File: src/rfts_pkg.sv
// Overview of operation
// - Plain frame sync when non-interlaced, tessellated sync with equalisation when interlaced.
// - Vertical counts are in half-lines; 1024 visible lines programmed as 2048.
// - In interlace the vertical display count describes one field, e.g. 625.
// - Both equalisations and vsync last the vsync count; back porch has its own.
// - In interlace, sync low lasts broad pulse in vsync, half-sync in equalisation half-lines.
// - Interlaced equalisation and vsync loops last half a line; a display half-line uses short display count.
// - Timing parameters are read and written only while the sequencer is disabled.
// - Enabling starts the sequencer immediately at the beginning of frame sync.
// - Mode-only changes skip rewrites; other locations writable while running.
// - Horizontal counts are in screen units of four pixels, one per clock.
// - Line sync is half-sync twice; line ends when line time expires.
// - Frame flyback flag is high whenever the display is in frame flyback.
package rfts_pkg;
  localparam int AW = 9;
  localparam int DW = 24;
  localparam logic [AW-1:0] ADDR_TP_BASE = 9'h120;
  localparam logic [3:0] IX_HALFSYNC = 4'h1;
  localparam logic [3:0] IX_BACKPORCH = 4'h2;
  localparam logic [3:0] IX_DISPLAY = 4'h3;
  localparam logic [3:0] IX_SHORTDISP = 4'h4;
  localparam logic [3:0] IX_BROADPULSE = 4'h5;
  localparam logic [3:0] IX_VSYNC = 4'h6;
  localparam logic [3:0] IX_VBLANK = 4'h7;
  localparam logic [3:0] IX_VVISIBLE = 4'h8;
  localparam logic [3:0] IX_LINETIME = 4'h9;
  localparam logic [3:0] IX_TOPSCREEN = 4'hA;
  localparam logic [3:0] IX_MEMINIT = 4'hB;
  localparam logic [3:0] IX_VRAM_LEAD = 4'hC;
  localparam logic [AW-1:0] ADDR_CONTROL = 9'h160;
  localparam logic [AW-1:0] ADDR_BOOT = 9'h1A0;
  localparam logic [AW-1:0] ADDR_STATUS = 9'h1C0;
  localparam int CTRL_ENABLE_BIT = 0;
  localparam int CTRL_INTERLACE_BIT = 1;
  localparam int CTRL_PORT_WORD_BIT = 7;
  localparam logic [DW-1:0] CTRL_RESET = 24'h000000;
  localparam logic [DW-1:0] BOOT_RESET = 24'h000000;
  localparam int STAT_ENABLE_BIT = 0;
  localparam int STAT_FLYBACK_BIT = 1;
  localparam int STAT_FIELD_BIT = 2;
  localparam int STAT_BOOTED_BIT = 3;
  typedef enum logic [2:0] {
    VP_PRE_EQ,
    VP_VSYNC,
    VP_POST_EQ,
    VP_VBACK,
    VP_VDISP
  } rfts_vphase_t;
endpackage : rfts_pkg

File: src/rfts_halfline_timer.sv
`timescale 1ns/1ps
module rfts_halfline_timer #(
  parameter int TW = 12
) (
  input wire logic clock_in,
  input wire logic rstn_in,
  input wire logic ce_in,
  input wire logic run_in,
  input wire logic [TW-1:0] period_in,
  output logic [TW-1:0] count_out,
  output logic last_out
);
  logic [TW-1:0] count_ff;

  if (TW < 4) begin : g_chk
    $error("rfts_halfline_timer: TW too small");
  end

  // Period of zero wraps to the longest period, 2^TW clocks; parameters are non-zero by contract
  assign last_out = run_in && (count_ff == period_in - 1'b1);
  assign count_out = count_ff;

  always_ff @(posedge clock_in or negedge rstn_in)
  begin
    if (!rstn_in)
      count_ff <= '0;
    else if (ce_in)
    begin
      if (!run_in || last_out)
        count_ff <= '0;
      else
        count_ff <= count_ff + 1'b1;
    end
  end
endmodule : rfts_halfline_timer

File: src/rfts_raster_sequencer.sv
// Design decisions made here: the placing of the registers and strobed register access.
`timescale 1ns/1ps
module rfts_raster_sequencer #(
  parameter int TW = 12
) (
  input wire logic clock_in,
  input wire logic rstn_in,
  input wire logic ce_in,
  input wire logic [rfts_pkg::AW-1:0] reg_addr_in,
  input wire logic [rfts_pkg::DW-1:0] reg_wdata_in,
  input wire logic reg_wr_in,
  input wire logic reg_rd_in,
  output logic [rfts_pkg::DW-1:0] reg_rdata_out,
  output logic comp_sync_n_out,
  output logic frame_sync_n_out,
  output logic comp_blank_out,
  output logic frame_flyback_flag_out,
  output logic field_odd_out,
  output logic vram_load_out,
  output logic host_port_word_out,
  output logic [rfts_pkg::DW-1:0] boot_config_out
);
  import rfts_pkg::*;

  // Read path pads parameters with at least one zero bit
  if (TW < 4 || TW >= DW) begin : g_chk
    $error("rfts_raster_sequencer: TW must lie in 4..DW-1");
  end

  localparam int SW = TW + 2;

  logic [TW-1:0] tp_ff [1:12];
  logic [DW-1:0] ctrl_ff;
  logic [DW-1:0] boot_ff;
  logic booted_ff;
  logic [DW-1:0] rdata_ff;
  rfts_vphase_t phase_ff;
  logic [TW-1:0] vrem_ff;
  logic full_ff;
  logic field_ff;
  logic sync_n_ff;
  logic fsync_n_ff;
  logic blank_ff;
  logic flyback_ff;
  logic load_ff;

  logic run;
  logic tess;
  logic [TW-1:0] hc;
  logic hlast;
  logic [TW-1:0] period;
  logic tp_hit;
  logic [3:0] tp_ix;

  function automatic logic is_tp(input logic [AW-1:0] a);
    is_tp = (a[AW-1:4] == ADDR_TP_BASE[AW-1:4]) && (a[3:0] >= IX_HALFSYNC)
            && (a[3:0] <= IX_VRAM_LEAD);
  endfunction : is_tp

  // Half-lines a vertical phase lasts
  function automatic logic [TW-1:0] phase_len(input rfts_vphase_t p);
    unique case (p)
      VP_PRE_EQ, VP_VSYNC, VP_POST_EQ: phase_len = tp_ff[IX_VSYNC];
      VP_VBACK: phase_len = tp_ff[IX_VBLANK];
      VP_VDISP: phase_len = tp_ff[IX_VVISIBLE];
    endcase
  endfunction : phase_len

  // Full line when two or more half-lines remain, except in tessellated equalisation and vsync
  function automatic logic is_full(input rfts_vphase_t p, input logic [TW-1:0] rem,
                                   input logic t);
    is_full = (!t || p == VP_VBACK || p == VP_VDISP) && (rem >= 2);
  endfunction : is_full

  function automatic rfts_vphase_t next_phase(input rfts_vphase_t p);
    unique case (p)
      VP_PRE_EQ: next_phase = VP_VSYNC;
      VP_VSYNC: next_phase = VP_POST_EQ;
      VP_POST_EQ: next_phase = VP_VBACK;
      VP_VBACK: next_phase = VP_VDISP;
      VP_VDISP: next_phase = VP_PRE_EQ;
    endcase
  endfunction : next_phase

  assign run = ctrl_ff[CTRL_ENABLE_BIT];
  assign tess = ctrl_ff[CTRL_INTERLACE_BIT];
  assign tp_hit = is_tp(reg_addr_in);
  assign tp_ix = reg_addr_in[3:0];
  // Odd line time would lose a clock per pair of half lines; host keeps it even
  assign period = full_ff ? tp_ff[IX_LINETIME] : (tp_ff[IX_LINETIME] >> 1);

  ////////////////////////////////////////////////////////////////////////////
  // Register port

  always_ff @(posedge clock_in or negedge rstn_in)
  begin
    if (!rstn_in)
    begin
      for (int i = 1; i <= 12; i++)
        tp_ff[i] <= '0;
    end
    else if (ce_in && reg_wr_in && tp_hit && !run)
      tp_ff[tp_ix] <= reg_wdata_in[TW-1:0];
  end

  // Control and boot stay writable while running
  always_ff @(posedge clock_in or negedge rstn_in)
  begin
    if (!rstn_in)
    begin
      ctrl_ff <= CTRL_RESET;
      boot_ff <= BOOT_RESET;
      booted_ff <= 1'b0;
    end
    else if (ce_in && reg_wr_in)
    begin
      if (reg_addr_in == ADDR_CONTROL)
        ctrl_ff <= reg_wdata_in;
      if (reg_addr_in == ADDR_BOOT)
      begin
        boot_ff <= reg_wdata_in;
        booted_ff <= 1'b1;
      end
    end
  end

  // Boot location is write only; parameters read as zero while running
  always_ff @(posedge clock_in or negedge rstn_in)
  begin
    if (!rstn_in)
      rdata_ff <= '0;
    else if (ce_in)
    begin
      rdata_ff <= '0;
      if (reg_rd_in)
      begin
        if (tp_hit && !run)
          rdata_ff <= {{(DW-TW){1'b0}}, tp_ff[tp_ix]};
        else if (reg_addr_in == ADDR_CONTROL)
          rdata_ff <= ctrl_ff;
        else if (reg_addr_in == ADDR_STATUS)
        begin
          rdata_ff[STAT_ENABLE_BIT] <= run;
          rdata_ff[STAT_FLYBACK_BIT] <= flyback_ff;
          rdata_ff[STAT_FIELD_BIT] <= field_ff;
          rdata_ff[STAT_BOOTED_BIT] <= booted_ff;
        end
      end
    end
  end

  ////////////////////////////////////////////////////////////////////////////
  // Horizontal counter, one count per screen unit

  rfts_halfline_timer #(
    .TW(TW)
  ) u_timer (
    .clock_in(clock_in),
    .rstn_in(rstn_in),
    .ce_in(ce_in),
    .run_in(run),
    .period_in(period),
    .count_out(hc),
    .last_out(hlast)
  );

  ////////////////////////////////////////////////////////////////////////////
  // Vertical sequence in half-lines

  // Held at the start of vsync while disabled, so enabling starts there
  always_ff @(posedge clock_in or negedge rstn_in)
  begin
    if (!rstn_in)
    begin
      phase_ff <= VP_VSYNC;
      vrem_ff <= '0;
      full_ff <= 1'b0;
    end
    else if (ce_in)
    begin
      if (!run)
      begin
        phase_ff <= VP_VSYNC;
        vrem_ff <= tp_ff[IX_VSYNC];
        full_ff <= is_full(VP_VSYNC, tp_ff[IX_VSYNC], tess);
      end
      else if (hlast)
      begin
        if (vrem_ff <= (full_ff ? 2 : 1))
        begin
          phase_ff <= next_phase(phase_ff);
          vrem_ff <= phase_len(next_phase(phase_ff));
          full_ff <= is_full(next_phase(phase_ff), phase_len(next_phase(phase_ff)), tess);
        end
        else
        begin
          vrem_ff <= vrem_ff - (full_ff ? 2'd2 : 2'd1);
          full_ff <= is_full(phase_ff, vrem_ff - (full_ff ? 2'd2 : 2'd1), tess);
        end
      end
    end
  end

  // Odd half-line count per field gives the half-line offset between fields
  always_ff @(posedge clock_in or negedge rstn_in)
  begin
    if (!rstn_in)
      field_ff <= 1'b0;
    else if (ce_in)
    begin
      if (!run || !tess)
        field_ff <= 1'b0;
      else if (hlast && phase_ff == VP_VDISP && vrem_ff <= (full_ff ? 2 : 1))
        field_ff <= !field_ff;
    end
  end

  ////////////////////////////////////////////////////////////////////////////
  // Sync, blank and transfer decode

  logic [SW-1:0] hcx;
  logic [SW-1:0] hs2;
  logic [SW-1:0] disp_start;
  logic [SW-1:0] disp_end;
  logic nxt_sync_low;
  logic nxt_visible;
  logic nxt_load;

  assign hcx = {2'b00, hc};
  assign hs2 = {1'b0, tp_ff[IX_HALFSYNC], 1'b0};
  assign disp_start = hs2 + {2'b00, tp_ff[IX_BACKPORCH]};
  assign disp_end = disp_start + {2'b00, full_ff ? tp_ff[IX_DISPLAY] : tp_ff[IX_SHORTDISP]};

  always_comb
  begin
    if (tess && phase_ff == VP_VSYNC)
      nxt_sync_low = hcx < {2'b00, tp_ff[IX_BROADPULSE]};
    else if (tess && !full_ff && (phase_ff == VP_PRE_EQ || phase_ff == VP_POST_EQ))
      nxt_sync_low = hcx < {2'b00, tp_ff[IX_HALFSYNC]};
    else if (!tess && phase_ff == VP_VSYNC)
      nxt_sync_low = 1'b1;
    else
      nxt_sync_low = hcx < hs2;
  end

  assign nxt_visible = (phase_ff == VP_VDISP) && (hcx >= disp_start) && (hcx < disp_end);
  // Transfer leads the display by the programmed lead; porch exceeds it
  assign nxt_load = (phase_ff == VP_VDISP)
                    && (hcx == disp_start - {2'b00, tp_ff[IX_VRAM_LEAD]});

  always_ff @(posedge clock_in or negedge rstn_in)
  begin
    if (!rstn_in)
    begin
      sync_n_ff <= 1'b1;
      fsync_n_ff <= 1'b1;
      blank_ff <= 1'b1;
      flyback_ff <= 1'b1;
      load_ff <= 1'b0;
    end
    else if (ce_in)
    begin
      sync_n_ff <= !(run && nxt_sync_low);
      fsync_n_ff <= !(run && phase_ff == VP_VSYNC);
      blank_ff <= !(run && nxt_visible);
      flyback_ff <= !run || phase_ff != VP_VDISP;
      load_ff <= run && nxt_load;
    end
  end

  assign reg_rdata_out = rdata_ff;
  assign comp_sync_n_out = sync_n_ff;
  assign frame_sync_n_out = fsync_n_ff;
  assign comp_blank_out = blank_ff;
  assign frame_flyback_flag_out = flyback_ff;
  assign field_odd_out = field_ff;
  assign vram_load_out = load_ff;
  assign host_port_word_out = ctrl_ff[CTRL_PORT_WORD_BIT];
  assign boot_config_out = boot_ff;
endmodule : rfts_raster_sequencer

File: config.mk
export PLATFORM = sky130hd
export DESIGN_NAME = rfts_raster_sequencer
export DESIGN_NICKNAME = d
export VERILOG_FILES = /design/src/rfts_pkg.sv /design/src/rfts_halfline_timer.sv /design/src/rfts_raster_sequencer.sv
export SDC_FILE = /design/constraint.sdc
export NUM_CORES = 1
export LEC_CHECK = 0
export BUFFER_PORTS_ARGS = -buffer_cell sky130_fd_sc_hd__buf_2
export CAP_MARGIN = 0
export CORE_UTILIZATION = 23
export DETAILED_ROUTE_END_ITERATION = 6
export PLACE_DENSITY = 0.34
export SLEW_MARGIN = 20
export SYNTH_ARGS = -nofsm -noshare
export SYNTH_HDL_FRONTEND = slang
export SYNTH_SLANG_ARGS = --single-unit
File: constraint.sdc
create_clock -name clock_in -period 5.5 [get_ports clock_in]
set_clock_uncertainty 0.1 [all_clocks]
set_input_delay 0.275 -clock clock_in [delete_from_list [all_inputs] [get_ports clock_in]]
set_output_delay 0.275 -clock clock_in [all_outputs]
set_load 0.005 [all_outputs]
==> summary.md, run 1 <==
| Metric | Value |
|---|---|
| Outcome | completed |
| Final Hold Viols | 0 |
| TritonCTS clock tree | yes |
| Worst EP arrival | roughly 5.5 ns |
| Initial DRT Pass Iterations | 6 |
| Post-synth top cells | 246 x dfrtp_1, 195 x mux2_2, 98 x inv_1, 90 x nand2_1, 88 x ha_1 |
| CP Max Fanout | 5 |
| CTS Buf Count | 36 |
| Synthesized area | between 15,000 and 20,000 um^2 |
| Buffer depth of the longest clock path | 3 |
| CTS root buffer | clkbuf_16 |
| Chip height | 264.6 um |
| Async SR Flop Fraction | between 90% and 100% |
| Area grow syn2layout | 18.04% |
| Vias/cell | 4.940 |
| Fin cells | roughly 2.5k |
| Post-synth EDFFs | 0 |
| DP Worst Slack | between 0.4 and 0.5 ns |
| Worst IR Drop VDD | roughly 0.18 mV |
| Fin worst setup slack | between 0.3 and 0.4 ns |
| DRC | 0 |
| Vias | 12.19k |
| Clk Latency, worst-skew pair | 0.56 ns |
| RR Startpoint | hs2[1] |
| Crit path capture | comp_blank_out |
| R2r setup slk | slightly below 0.4 ns |
| Final Cycle Share | between 90% and 100% |
| Initial antenna violation count | 6 |
| Placed Cells | 2,388 |
| Worst r2r dst | comp_blank_out |
| Post-Syn Area per Cell | around 11 um^2 |
| Worst Tran Pin Value | 1.025 ns |
| Lkg Pwr | just under 9 nW |
| Area share of the leading cell type in the synthesized netlist | ~39% |
| Cell taking the most area after synthesis | dfrtp_1 |
| Unique cell type count in the Yosys netlist | 82 |
| Max cap viols | 0 |
| WS Path Type | register to register |
| Reg clk slew, reported paths | around 0.06 ns |
| Pin count of the biggest net entering global routing | around 110 |
| Hold Crit Class | input pin to register |
| Worst setup EP type | register |
| Endpoints failing setup | 0 |
| Yosys warnings | 0 |
| Grt total ovfl | 0 |
| Area of the multi-input gates | ~8900 um^2 |
| Req. time, crit path | between 5 and 6 ns |
| Synthesized net count | between 1.5k and 2k |
| Critical path origin | hs2[1] |
| Drt wl/cell | 24.95 um |
| Nets | 1,696 |
| Tot GR Track Use | 17.72% |
| Share of post-route cells with drive strength above 1 | 28.23% |
| Fmax achieved | 0.1958 GHz |
| Top-count cell post-synth | dfrtp_1 |
| RSZ-0062 raised after global routing | false |
| Initial DRC count | about 830 |
| Num rows | 95 |
| #FFs+latches synth | 251 |
| Setup TNS | 0 ns |
| Slew Limit Fails | 0 |
| Vias in the first global route | between 10k and 15k |
| I/O pins | 93 |
| Post-synthesis sequential area ratio | approximately two fifths |
| Hold Path Stages | 3 |
| CTS H-tree lvls | 2 |
| Power Density | 258.9 nW/um^2 |
| PortBufs | a little over 90 |
| DP Wirelength | 45.24 mm |
| Worst setup SP type | register |
| Die X | about 260 um |
| Antenna-violating nets left | 0 |
| Initial Utilization | a little under a quarter |
| Post-Route WL | between 60 and 70 mm |
| Slew margin rel. | between 30% and 40% |
| Worst hold margin | roughly 0.12 ns |
| Main flop type after synthesis | dfrtp_1 |
| Reg2reg path depth | 21 |
| Cells after Synth | ~1.5k |
| RePlAce Congestion | around 0.8 |
| First-pass GRT wire length | around 90 mm |
| Register area | 6287 um^2 |
| Final Power | around 4.8 mW |
| Synth area leaders | dfrtp_1 39%, mux2_2 14%, ha_1 6.9% |
| Filler instances | ~7.0k |
| Tmin final | about 5.1 ns |
| CTS Sinks | 251 |
| CORE AREA | ~68,000 um^2 |
| Die area | between 60,000 and 70,000 um^2 |
-- layout make-up --
cell class / instances / share of cell area (%)
inverter: 99 / 1.985
clock buffer: 48 / 5.374
antenna: 1 / 0.01337
tap: 873 / 5.836
timing repair buffer: 136 / 4.519
clock inverter: 18 / 1.250
sequential: 251 / 33.59
multi-input combinational: 1042 / 47.43
-- worst min path at each step --
stage                          start            endpoint
global placement             rstn_in       vram_load_out
CTS                 reg_wdata_in[11]           tp_ff[95]
finish               reg_wdata_in[3]           tp_ff[87]
global route         reg_wdata_in[3]           tp_ff[87]
detailed placement           rstn_in       vram_load_out
floorplan                    rstn_in  boot_config_out[0]
-- cell usage in the layout (no fill, tap or decap), types with 6 or more instances in the layout --
cell	instances
dfrtp_1	246
mux2_2	195
inv_1	98
buf_2	91
nand2_1	90
ha_1	88
o21ai_0	86
nor2_1	71
xnor2_1	45
clkbuf_16	36
mux4_2	33
a21oi_1	31
buf_4	30
nor3_1	29
xor2_1	27
mux2i_1	27
nor2b_1	18
a21o_1	18
o22ai_1	18
a22oi_1	17
nand3_1	15
nand2b_1	14
dlygate4sd3_1	13
a22o_1	12
a221o_1	12
nand4_1	11
nor4_1	11
a2111oi_0	10
a31oi_1	9
o21a_1	8
and3_1	8
a211oi_1	8
o211ai_1	8
o31ai_1	7
clkinv_2	7
or3_1	6
clkbuf_8	6
clkbuf_1	6
-- report_power, final --
part	leakage, nW	total [mW]	switching, mW	internal, mW
sequential	3.43	1.90	0.0260	1.87
clock	0.611	2.46	0.966	1.49
combinational	4.69	0.495	0.320	0.175
-- sequential cells by signal, summed over array words and instances, names as in the netlist, 3 cells and up --
| register | cells |
|---|---|
| hs2 | 12 |
| vrem_ff | 12 |
| boot_config_out | 24 |
| ctrl_ff | 24 |
| reg_rdata_out | 24 |
| tp_ff | 132 |
| u_timer.count_out | 12 |
| phase_ff | 3 |
-- metrics by stage --
stage               area, um^2  utilization (%)
floorplan                15860                -
global placement         17350            25.65
detailed placement       17350            25.65
CTS                      18720            27.67
global route             18720            27.67
finish                   18720            27.68
-- critical path: stages (launching register included) --
cell and delay, ns:
dfrtp_1 0.41, ha_1 0.24, inv_1 0.07, fa_1 0.50, inv_1 0.07, ha_1 0.33, nor2b_1 0.17, o31ai_1 0.35
a21oi_1 0.18, nor3b_1 0.17, a2111oi_1 0.43, buf_4 0.21, nor3_1 0.04, nor2_1 0.14, xor2_1 0.16, ha_1 0.18
a211o_1 0.17, o22ai_1 0.09, a2111oi_0 0.40, o31ai_1 0.13, o32a_1 0.33, a21bo_2 0.18
-- metal layers --
layer / wire length, um / share of wire, % / vias up / GRT usage, %
met2: 29100 / 47 / 262 / 29.03
met4: 1549 / 2.5 / 0 / 4.871
met1: 28330 / 46 / 6257 / 24.12
met5: 0 / 0 / - / 0
met3: 2592 / 4.2 / 66 / 2.731
li1: - / - / 5607 / -
-- kinds of logic (layout without fill, tap and decap cells) --
kind of cell | count (synthesis) | count (layout) | synth area share (%)
AOI/OAI and AO/OA | 301 | 301 | 13.52
DFF | 251 | 251 | 39.65
adders and majority gates | 95 | 95 | 7.638
other | 0 | 1 | 0
and+or+nand+nor | 317 | 317 | 10.06
muxes | 257 | 257 | 20.50
xor gates and xnor gates | 72 | 72 | 3.977
buffers and inverters | 187 | 301 | 4.655
-- timing repair --
item / 4_1_cts / 5_1_grt
endpoints found under the hold margin: 104 / 0
setup buffers: 0 / 0
gates resized for setup: 0 / 0
hold buffers: 13 / 0
No activity file was read; power rests on OpenSTA's default activity.
==> inputs of run 2 (changes only) <==
--- a/config.mk
+++ b/config.mk
@@ -10,6 +10,7 @@
 export CORE_UTILIZATION = 23
 export DETAILED_ROUTE_END_ITERATION = 6
 export PLACE_DENSITY = 0.34
+export SETUP_SLACK_MARGIN = 0.4
 export SLEW_MARGIN = 20
 export SYNTH_ARGS = -nofsm -noshare
 export SYNTH_HDL_FRONTEND = slang
==> summary.md, run 2 (synthesis results as in run 1) <==
| Metric | Value |
|---|---|
| First-pass GRT wire length | 90.39 mm (unchanged) |
| Crit path max-delay family | compound AO/OA/AOI/OAI gates (unchanged) |
| Worst setup EP type | register (unchanged) |
| I/O pins | 93 (unchanged) |
| DP Wirelength | 45.24 mm (unchanged) |
| CTS root buffer | clkbuf_16 (unchanged) |
| Tot GR Track Use | 17.72% (unchanged) |
| Register area | 6289 um^2 (was 6287 um^2) |
| Nets | 1,699 (was 1,696) |
| Fin worst setup slack | 0.6116 ns (was 0.3935 ns) |
| TritonCTS clock tree | yes (unchanged) |
| Initial antenna violation count | 6 (unchanged) |
| Post-Route WL | 61.58 mm (was 61.57 mm) |
| Initial DRT Pass Iterations | 5 (was 6) |
| CTS Sinks | 251 (unchanged) |
| DP Worst Slack | 0.4471 ns (unchanged) |
| Max incr delay on CP | 0.49 ns (was 0.50 ns) |
| Filler instances | 7,044 (was 7,046) |
| Endpoints failing setup | 0 (unchanged) |
| Final Hold Viols | 0 (unchanged) |
| CTS H-tree lvls | 2 (unchanged) |
| Worst Tran Pin Value | 1.030 ns (was 1.025 ns) |
| Max cap viols | 0 (unchanged) |
| Top reg by flops | tp_ff (unchanged) |
| Max reg flops | 132 (unchanged) |
| Commonest cells after routing, fill and taps aside | 245 x dfrtp_1, 195 x mux2_2, 98 x inv_1, 91 x buf_2, 90 x nand2_1 (was 246 x dfrtp_1, 195 x mux2_2, 98 x inv_1, 91 x buf_2, 90 x nand2_1) |
| Worst setup SP type | register (unchanged) |
| CP max stage cell | ha_1 (was fa_1) |
| Antenna-violating nets left | 0 (unchanged) |
| Reg clk slew, reported paths | 0.06 ns (about the same) |
| Req. time, crit path | 5.90 ns (was 5.91 ns) |
| Vias in the first global route | 12.38k (unchanged) |
| RSZ-0062 raised after global routing | false (unchanged) |
| Grt total ovfl | 0 (unchanged) |
| Area grow syn2layout | 18.49% (was 18.04%) |
| Chip height | 264.6 um (unchanged) |
| Initial DRC count | 805 (was 832) |
| CORE AREA | 67,630 um^2 (unchanged) |
| Hold Crit Class | input pin to register (unchanged) |
| Die X | 264.6 um (unchanged) |
| Outcome | completed (unchanged) |
| DRC | 0 (unchanged) |
| Initial Utilization | 23.45% (unchanged) |
| PortBufs | 92 (unchanged) |
| Num rows | 95 (unchanged) |
| Most common cell after layout, fill and taps aside | dfrtp_1 (unchanged) |
| Vias | 12.19k (about the same) |
| Lkg Pwr | 8.739 nW (was 8.731 nW) |
| Slew Limit Fails | 0 (unchanged) |
| Buffer depth of the longest clock path | 3 (unchanged) |
| Worst EP arrival | 5.29 ns (was 5.51 ns) |
| Die area | 70,000 um^2 (unchanged) |
| Pin count of the biggest net entering global routing | 113 (unchanged) |
| RePlAce Congestion | 0.7961 (unchanged) |
| WS Path Type | register to register (unchanged) |
| CTS Buf Count | 36 (unchanged) |
| Fmax achieved | 0.2046 GHz (was 0.1958 GHz) |
| Slew margin rel. | 30.98% (was 31.29%) |
| Clk Latency, worst-skew pair | 0.56 ns (about the same) |
| Final Cycle Share | 88.88% (was 92.85%) |
| Worst path bufs/invs | 1 (was 3) |
| Drt wl/cell | 24.89 um (was 24.95 um) |
| CP Max Fanout | 9 (was 5) |
| Setup TNS | 0 ns (unchanged) |
| Vias/cell | 4.929 (was 4.940) |
| Crit-path most repeated cell | ha_1 (unchanged) |
| Worst IR Drop VDD | 0.1781 mV (was 0.1779 mV) |
| Area of the multi-input gates | 8920 um^2 (was 8879 um^2) |
| Share of post-route cells with drive strength above 1 | 28.87% (was 28.23%) |
| Critical path, cell by cell | ha_1 > o211ai_1 > o211a_1 > o211ai_1 > inv_1 > ha_1 > a21o_1 > a31oi_1 > o21bai_1 > a21oi_1 > xor2_1 > ha_1 > a211o_1 > o22ai_1 > a2111oi_1 > o31ai_1 > o32a_1 > a21bo_2 (was ha_1 > inv_1 > fa_1 > inv_1 > ha_1 > nor2b_1 > o31ai_1 > a21oi_1 > nor3b_1 > a2111oi_1 > buf_4 > nor3_1 > nor2_1 > xor2_1 > ha_1 > a211o_1 > o22ai_1 > a2111oi_0 > o31ai_1 > o32a_1 > a21bo_2) |
| Power Density | 258.0 nW/um^2 (was 258.9 nW/um^2) |
| Tmin final | 4.888 ns (was 5.106 ns) |
[run 2: cell types whose count changed in the layout (fill, tap and decap cells not counted), sizes merged]
cell   before  now
buf       123  126
diode       1    4
[run 2: report_power, final]
part | leakage, nW | switching (mW) | total, mW | internal [mW]
Sequential | 3.42 | 0.0260 | 1.90 | 1.87
Clock | 0.611 | 0.966 | 2.46 | 1.49
Combinational | 4.70 | 0.320 | 0.496 | 0.176
Total | 8.74 | 1.31 | 4.85 | 3.54
[run 2: repair_timing]
| item | 4_1_cts | 5_1_grt |
|---|---|---|
| buffers inserted | 0 | 3 |
| resized for setup | 0 | 11 |
| endpoints found under the hold margin | 104 | 0 |
| hold buffers | 13 | 0 |
| endpoints found under the setup margin | 0 | 1 |
[run 2: cell type report]
class,instances,area share (%)
multi-input cells,1042,47.47
flip-flops and latches,251,33.47
well taps,873,5.813
clock buffers,48,5.354
repair buffers,139,4.621
inverters,99,1.978
clock inverters,18,1.245
diodes,4,0.05327
[run 2: worst paths after layout]
kind,from,to,slack (ns),cells past startpoint
setup reg to reg,tp_ff[125],comp_blank_out,0.61,18
min in group asynchronous,rstn_in,vram_load_out,0.17,2
hold / removal,reg_wdata_in[1],tp_ff[85],0.12,3
setup / recovery,tp_ff[125],comp_blank_out,0.61,18
max in group asynchronous,rstn_in,reg_rdata_out[23],3.69,3
hold reg to reg,booted_ff,booted_ff,0.36,1
[run 2: worst register-to-register path, delay by kind of cell, from the launching register on]
kind / cells / cell delay (ns)
XOR/XNOR: 1 / 0.09
flip-flops: 1 / 0.40
buffers and inverters: 1 / 0.13
adder cells (fa/ha/maj): 3 / 1.16
AO/OA/AOI/OAI: 13 / 2.94
[run 2: stage by stage]
stage / hold slack (ns) / total power [mW] / area, um^2 / utilization [%] / cells
floorplan: -0.1206 / 2.206 / 15860 / - / 1480
detailed placement: 0.2354 / 2.419 / 17350 / 25.65 / 2388
global placement: 0.2358 / 2.420 / 17350 / 25.65 / 2388
CTS: 0.08513 / 4.933 / 18720 / 27.67 / 2467
global route: 0.1069 / 5.049 / 18780 / 27.77 / 2470
finish: 0.1210 / 4.848 / 18790 / 27.78 / 2474
[run 2: per-layer routing]
layer | share of wire (%) | up-vias | global-route usage (%) | wire (um)
met2 | 48 | 245 | 29.03 | 29280
met1 | 46 | 6276 | 24.12 | 28410
met4 | 2.4 | 0 | 4.871 | 1469
met5 | 0 | - | 0 | 0
li1 | - | 5610 | - | -
met3 | 3.9 | 63 | 2.731 | 2422
==> inputs of run 3 (changes only) <==
--- a/config.mk
+++ b/config.mk
@@ -8,10 +8,11 @@
 export BUFFER_PORTS_ARGS = -buffer_cell sky130_fd_sc_hd__buf_2
 export CAP_MARGIN = 0
 export CORE_UTILIZATION = 23
+export CTS_CLUSTER_SIZE = 24
 export DETAILED_ROUTE_END_ITERATION = 6
-export PLACE_DENSITY = 0.34
+export PLACE_DENSITY = 0.35
 export SETUP_SLACK_MARGIN = 0.4
-export SLEW_MARGIN = 20
+export SLEW_MARGIN = 10
 export SYNTH_ARGS = -nofsm -noshare
 export SYNTH_HDL_FRONTEND = slang
 export SYNTH_SLANG_ARGS = --single-unit
==> constraint.sdc (replaced) <==
create_clock -name clock_in -period 4.13 [get_ports clock_in]
set_clock_uncertainty 0.1 [all_clocks]
set_input_delay 0.2065 -clock clock_in [delete_from_list [all_inputs] [get_ports clock_in]]
set_output_delay 0.2065 -clock clock_in [all_outputs]
set_load 0.005 [all_outputs]
==> summary.md, run 3 (synthesis results as in run 1) <==
| Metric | Value |
|---|---|
| Nets | 1,804 (was 1,699) |
| Register area | 6289 um^2 (unchanged) |
| Tot GR Track Use | 18.18% (was 17.72%) |
| Failing checks | negative setup slack |
| Worst setup SP type | register (unchanged) |
| CP Max Fanout | 3 (was 9) |
| WS Path Type | register to register (unchanged) |
| Register share of total power | 39.0% (was 39.1%) |
| Slew Limit Fails | 0 (unchanged) |
| CTS Sinks | 251 (unchanged) |
| Psw | 1.769 mW (was 1.312 mW) |
| CTS root buffer | clkbuf_16 (unchanged) |
| Hold Crit Class | input pin to register (unchanged) |
| DP Wirelength | 46.59 mm (was 45.24 mm) |
| Initial DRT Pass Iterations | 5 (unchanged) |
| Initial DRC count | 905 (was 805) |
| Share of post-route cells with drive strength above 1 | 35.96% (was 28.87%) |
| Initial Utilization | 23.45% (unchanged) |
| Worst setup EP type | register (unchanged) |
| Drt wl/cell | 24.56 um (was 24.89 um) |
| Req. time, crit path | 4.53 ns (was 5.90 ns) |
| Die X | 264.6 um (unchanged) |
| Reg clk slew, reported paths | 0.06 ns (about the same) |
| Top reg by flops | tp_ff (unchanged) |
| Commonest cells after routing, fill and taps aside | 245 x dfrtp_1, 194 x mux2_2, 130 x buf_4, 97 x inv_1, 91 x buf_2 (was 245 x dfrtp_1, 195 x mux2_2, 98 x inv_1, 91 x buf_2, 90 x nand2_1) |
| Max reg flops | 132 (unchanged) |
| Max cap viols | 0 (unchanged) |
| Initial antenna violation count | 5 (was 6) |
| RSZ-0062 raised after global routing | true (was false) |
| Switching share of power | 27.35% (was 27.06%) |
| Fin worst setup slack | -0.3509 ns (was 0.6116 ns) |
| Clk Latency, worst-skew pair | 0.56 ns (about the same) |
| Filler instances | 6,928 (was 7,044) |
| Lkg Pwr | 9.349 nW (was 8.739 nW) |
| Worst hold margin | 0.03381 ns (was 0.1210 ns) |
| DP Worst Slack | -0.5471 ns (was 0.4471 ns) |
| Clk pwr share | 49.2% (was 50.7%) |
| Buffer depth of the longest clock path | 3 (unchanged) |
| Tmin final | 4.481 ns (was 4.888 ns) |
| Comb pwr share | 11.7% (was 10.2%) |
| Grt total ovfl | 0 (unchanged) |
| Vias/cell | 4.878 (was 4.929) |
| Slew margin rel. | 36.79% (was 30.98%) |
| TritonCTS clock tree | yes (unchanged) |
| # diodes | 0 (was 4) |
| Worst Tran Pin Value | 0.9462 ns (was 1.030 ns) |
| Area of the multi-input gates | 9265 um^2 (was 8920 um^2) |
| Vias | 12.55k (was 12.19k) |
| Final Power | 6.467 mW (was 4.848 mW) |
| Post-Route WL | 63.16 mm (was 61.58 mm) |
| Final Hold Viols | 0 (unchanged) |
| Antenna-violating nets left | 0 (unchanged) |
| Outcome | finished with violations (was completed) |
| Most common cell after layout, fill and taps aside | dfrtp_1 (unchanged) |
| Int Power | 4.698 mW (was 3.536 mW) |
| Worst IR Drop VDD | 0.2139 mV (was 0.1781 mV) |
| Fmax achieved | 0.2232 GHz (was 0.2046 GHz) |
| RePlAce Congestion | 0.8298 (was 0.7961) |
| Chip height | 264.6 um (unchanged) |
| Area grow syn2layout | 25.79% (was 18.49%) |
| Final Cycle Share | 108.5% (was 88.88%) |
| PortBufs | 92 (unchanged) |
| Die area | 70,000 um^2 (unchanged) |
| CTS Buf Count | 35 (was 36) |
| Num rows | 95 (unchanged) |
| Power Density | 324.2 nW/um^2 (was 258.0 nW/um^2) |
| Vias in the first global route | 12.95k (was 12.38k) |
| CORE AREA | 67,630 um^2 (unchanged) |
| Endpoints failing setup | 1 (was 0) |
| First-pass GRT wire length | 92.81 mm (was 90.39 mm) |
| CTS H-tree lvls | 2 (unchanged) |
| Pin count of the biggest net entering global routing | 97 (was 113) |
| I/O pins | 93 (unchanged) |
| Worst EP arrival | 4.88 ns (was 5.29 ns) |
| DRC | 0 (unchanged) |
==> run 3: final cells by class <==
class / count / area share (%)
Clock buffer: 48 / 5.037
Clock inverter: 14 / 0.9910
Inverter: 99 / 1.863
Multi-Input combinational cell: 1042 / 46.45
Sequential cell: 251 / 31.52
Tap cell: 873 / 5.476
Timing Repair Buffer: 245 / 8.662
==> run 3: path summary, 6_finish.rpt <==
kind | cells after the start | slack (ns) | startpoint | to
setup / recovery | 21 | -0.35 | hs2[1] | comp_blank_out
hold / removal | 3 | 0.03 | reg_wdata_in[2] | tp_ff[86]
setup reg to reg | 21 | -0.35 | hs2[1] | comp_blank_out
hold reg to reg | 1 | 0.37 | booted_ff | booted_ff
max in group asynchronous | 3 | 2.73 | rstn_in | frame_sync_n_out
min in group asynchronous | 2 | 0.18 | rstn_in | u_timer.count_out[8]
==> run 3: worst max-delay path, stage by stage (launching register included) <==
cell	delay, ns
dfrtp_1	0.36
ha_2	0.19
inv_1	0.05
fa_2	0.35
buf_4	0.15
xnor2_2	0.14
ha_2	0.30
o21a_1	0.21
o31ai_4	0.08
a21oi_2	0.11
and3_4	0.20
a2111oi_4	0.37
nor3_2	0.08
nor2_1	0.13
xor2_1	0.18
ha_2	0.21
a211o_1	0.16
o22ai_2	0.09
a2111oi_2	0.37
o31ai_1	0.12
o32a_1	0.29
a21bo_2	0.18
==> run 3: power by group through the flow <==
stage,Sequential [mW],Combinational [mW],Clock [mW]
floorplan,2.55,0.399,0
global placement,2.57,0.721,0
detailed placement,2.57,0.717,0
CTS,2.52,0.749,3.27
global route,2.53,0.822,3.37
finish,2.52,0.760,3.18
==> run 3: layer usage <==
metal  global-route usage, %  vias to the layer above  routed length [um]
met4                   5.940                        6                1977
met1                   24.46                     6389               29020
met5                       0                        -                  35
met2                   29.40                      245               29440
met3                   3.168                       93                2689
li1                        -                     5813                   -
==> run 3: per-stage QoR <==
stage	TNS, ns	utilization [%]	area (um^2)	instances
finish	-0.3509	29.49	19950	2572
global route	-0.5447	29.49	19950	2572
CTS	-0.2937	29.15	19720	2567
detailed placement	-0.6455	26.90	18190	2491
global placement	-0.5886	26.90	18190	2491
floorplan	-0.2322	-	15950	1480
==> run 3: timing repair <==
item | CTS | global route
hold buffers | 13 | 0
buffers inserted | 1 | 5
pin swaps | 9 | 22
hold endpoints to repair | 116 | 0
setup endpoints to repair | 29 | 27
resized for setup | 36 | 40
cloned | 0 | 0
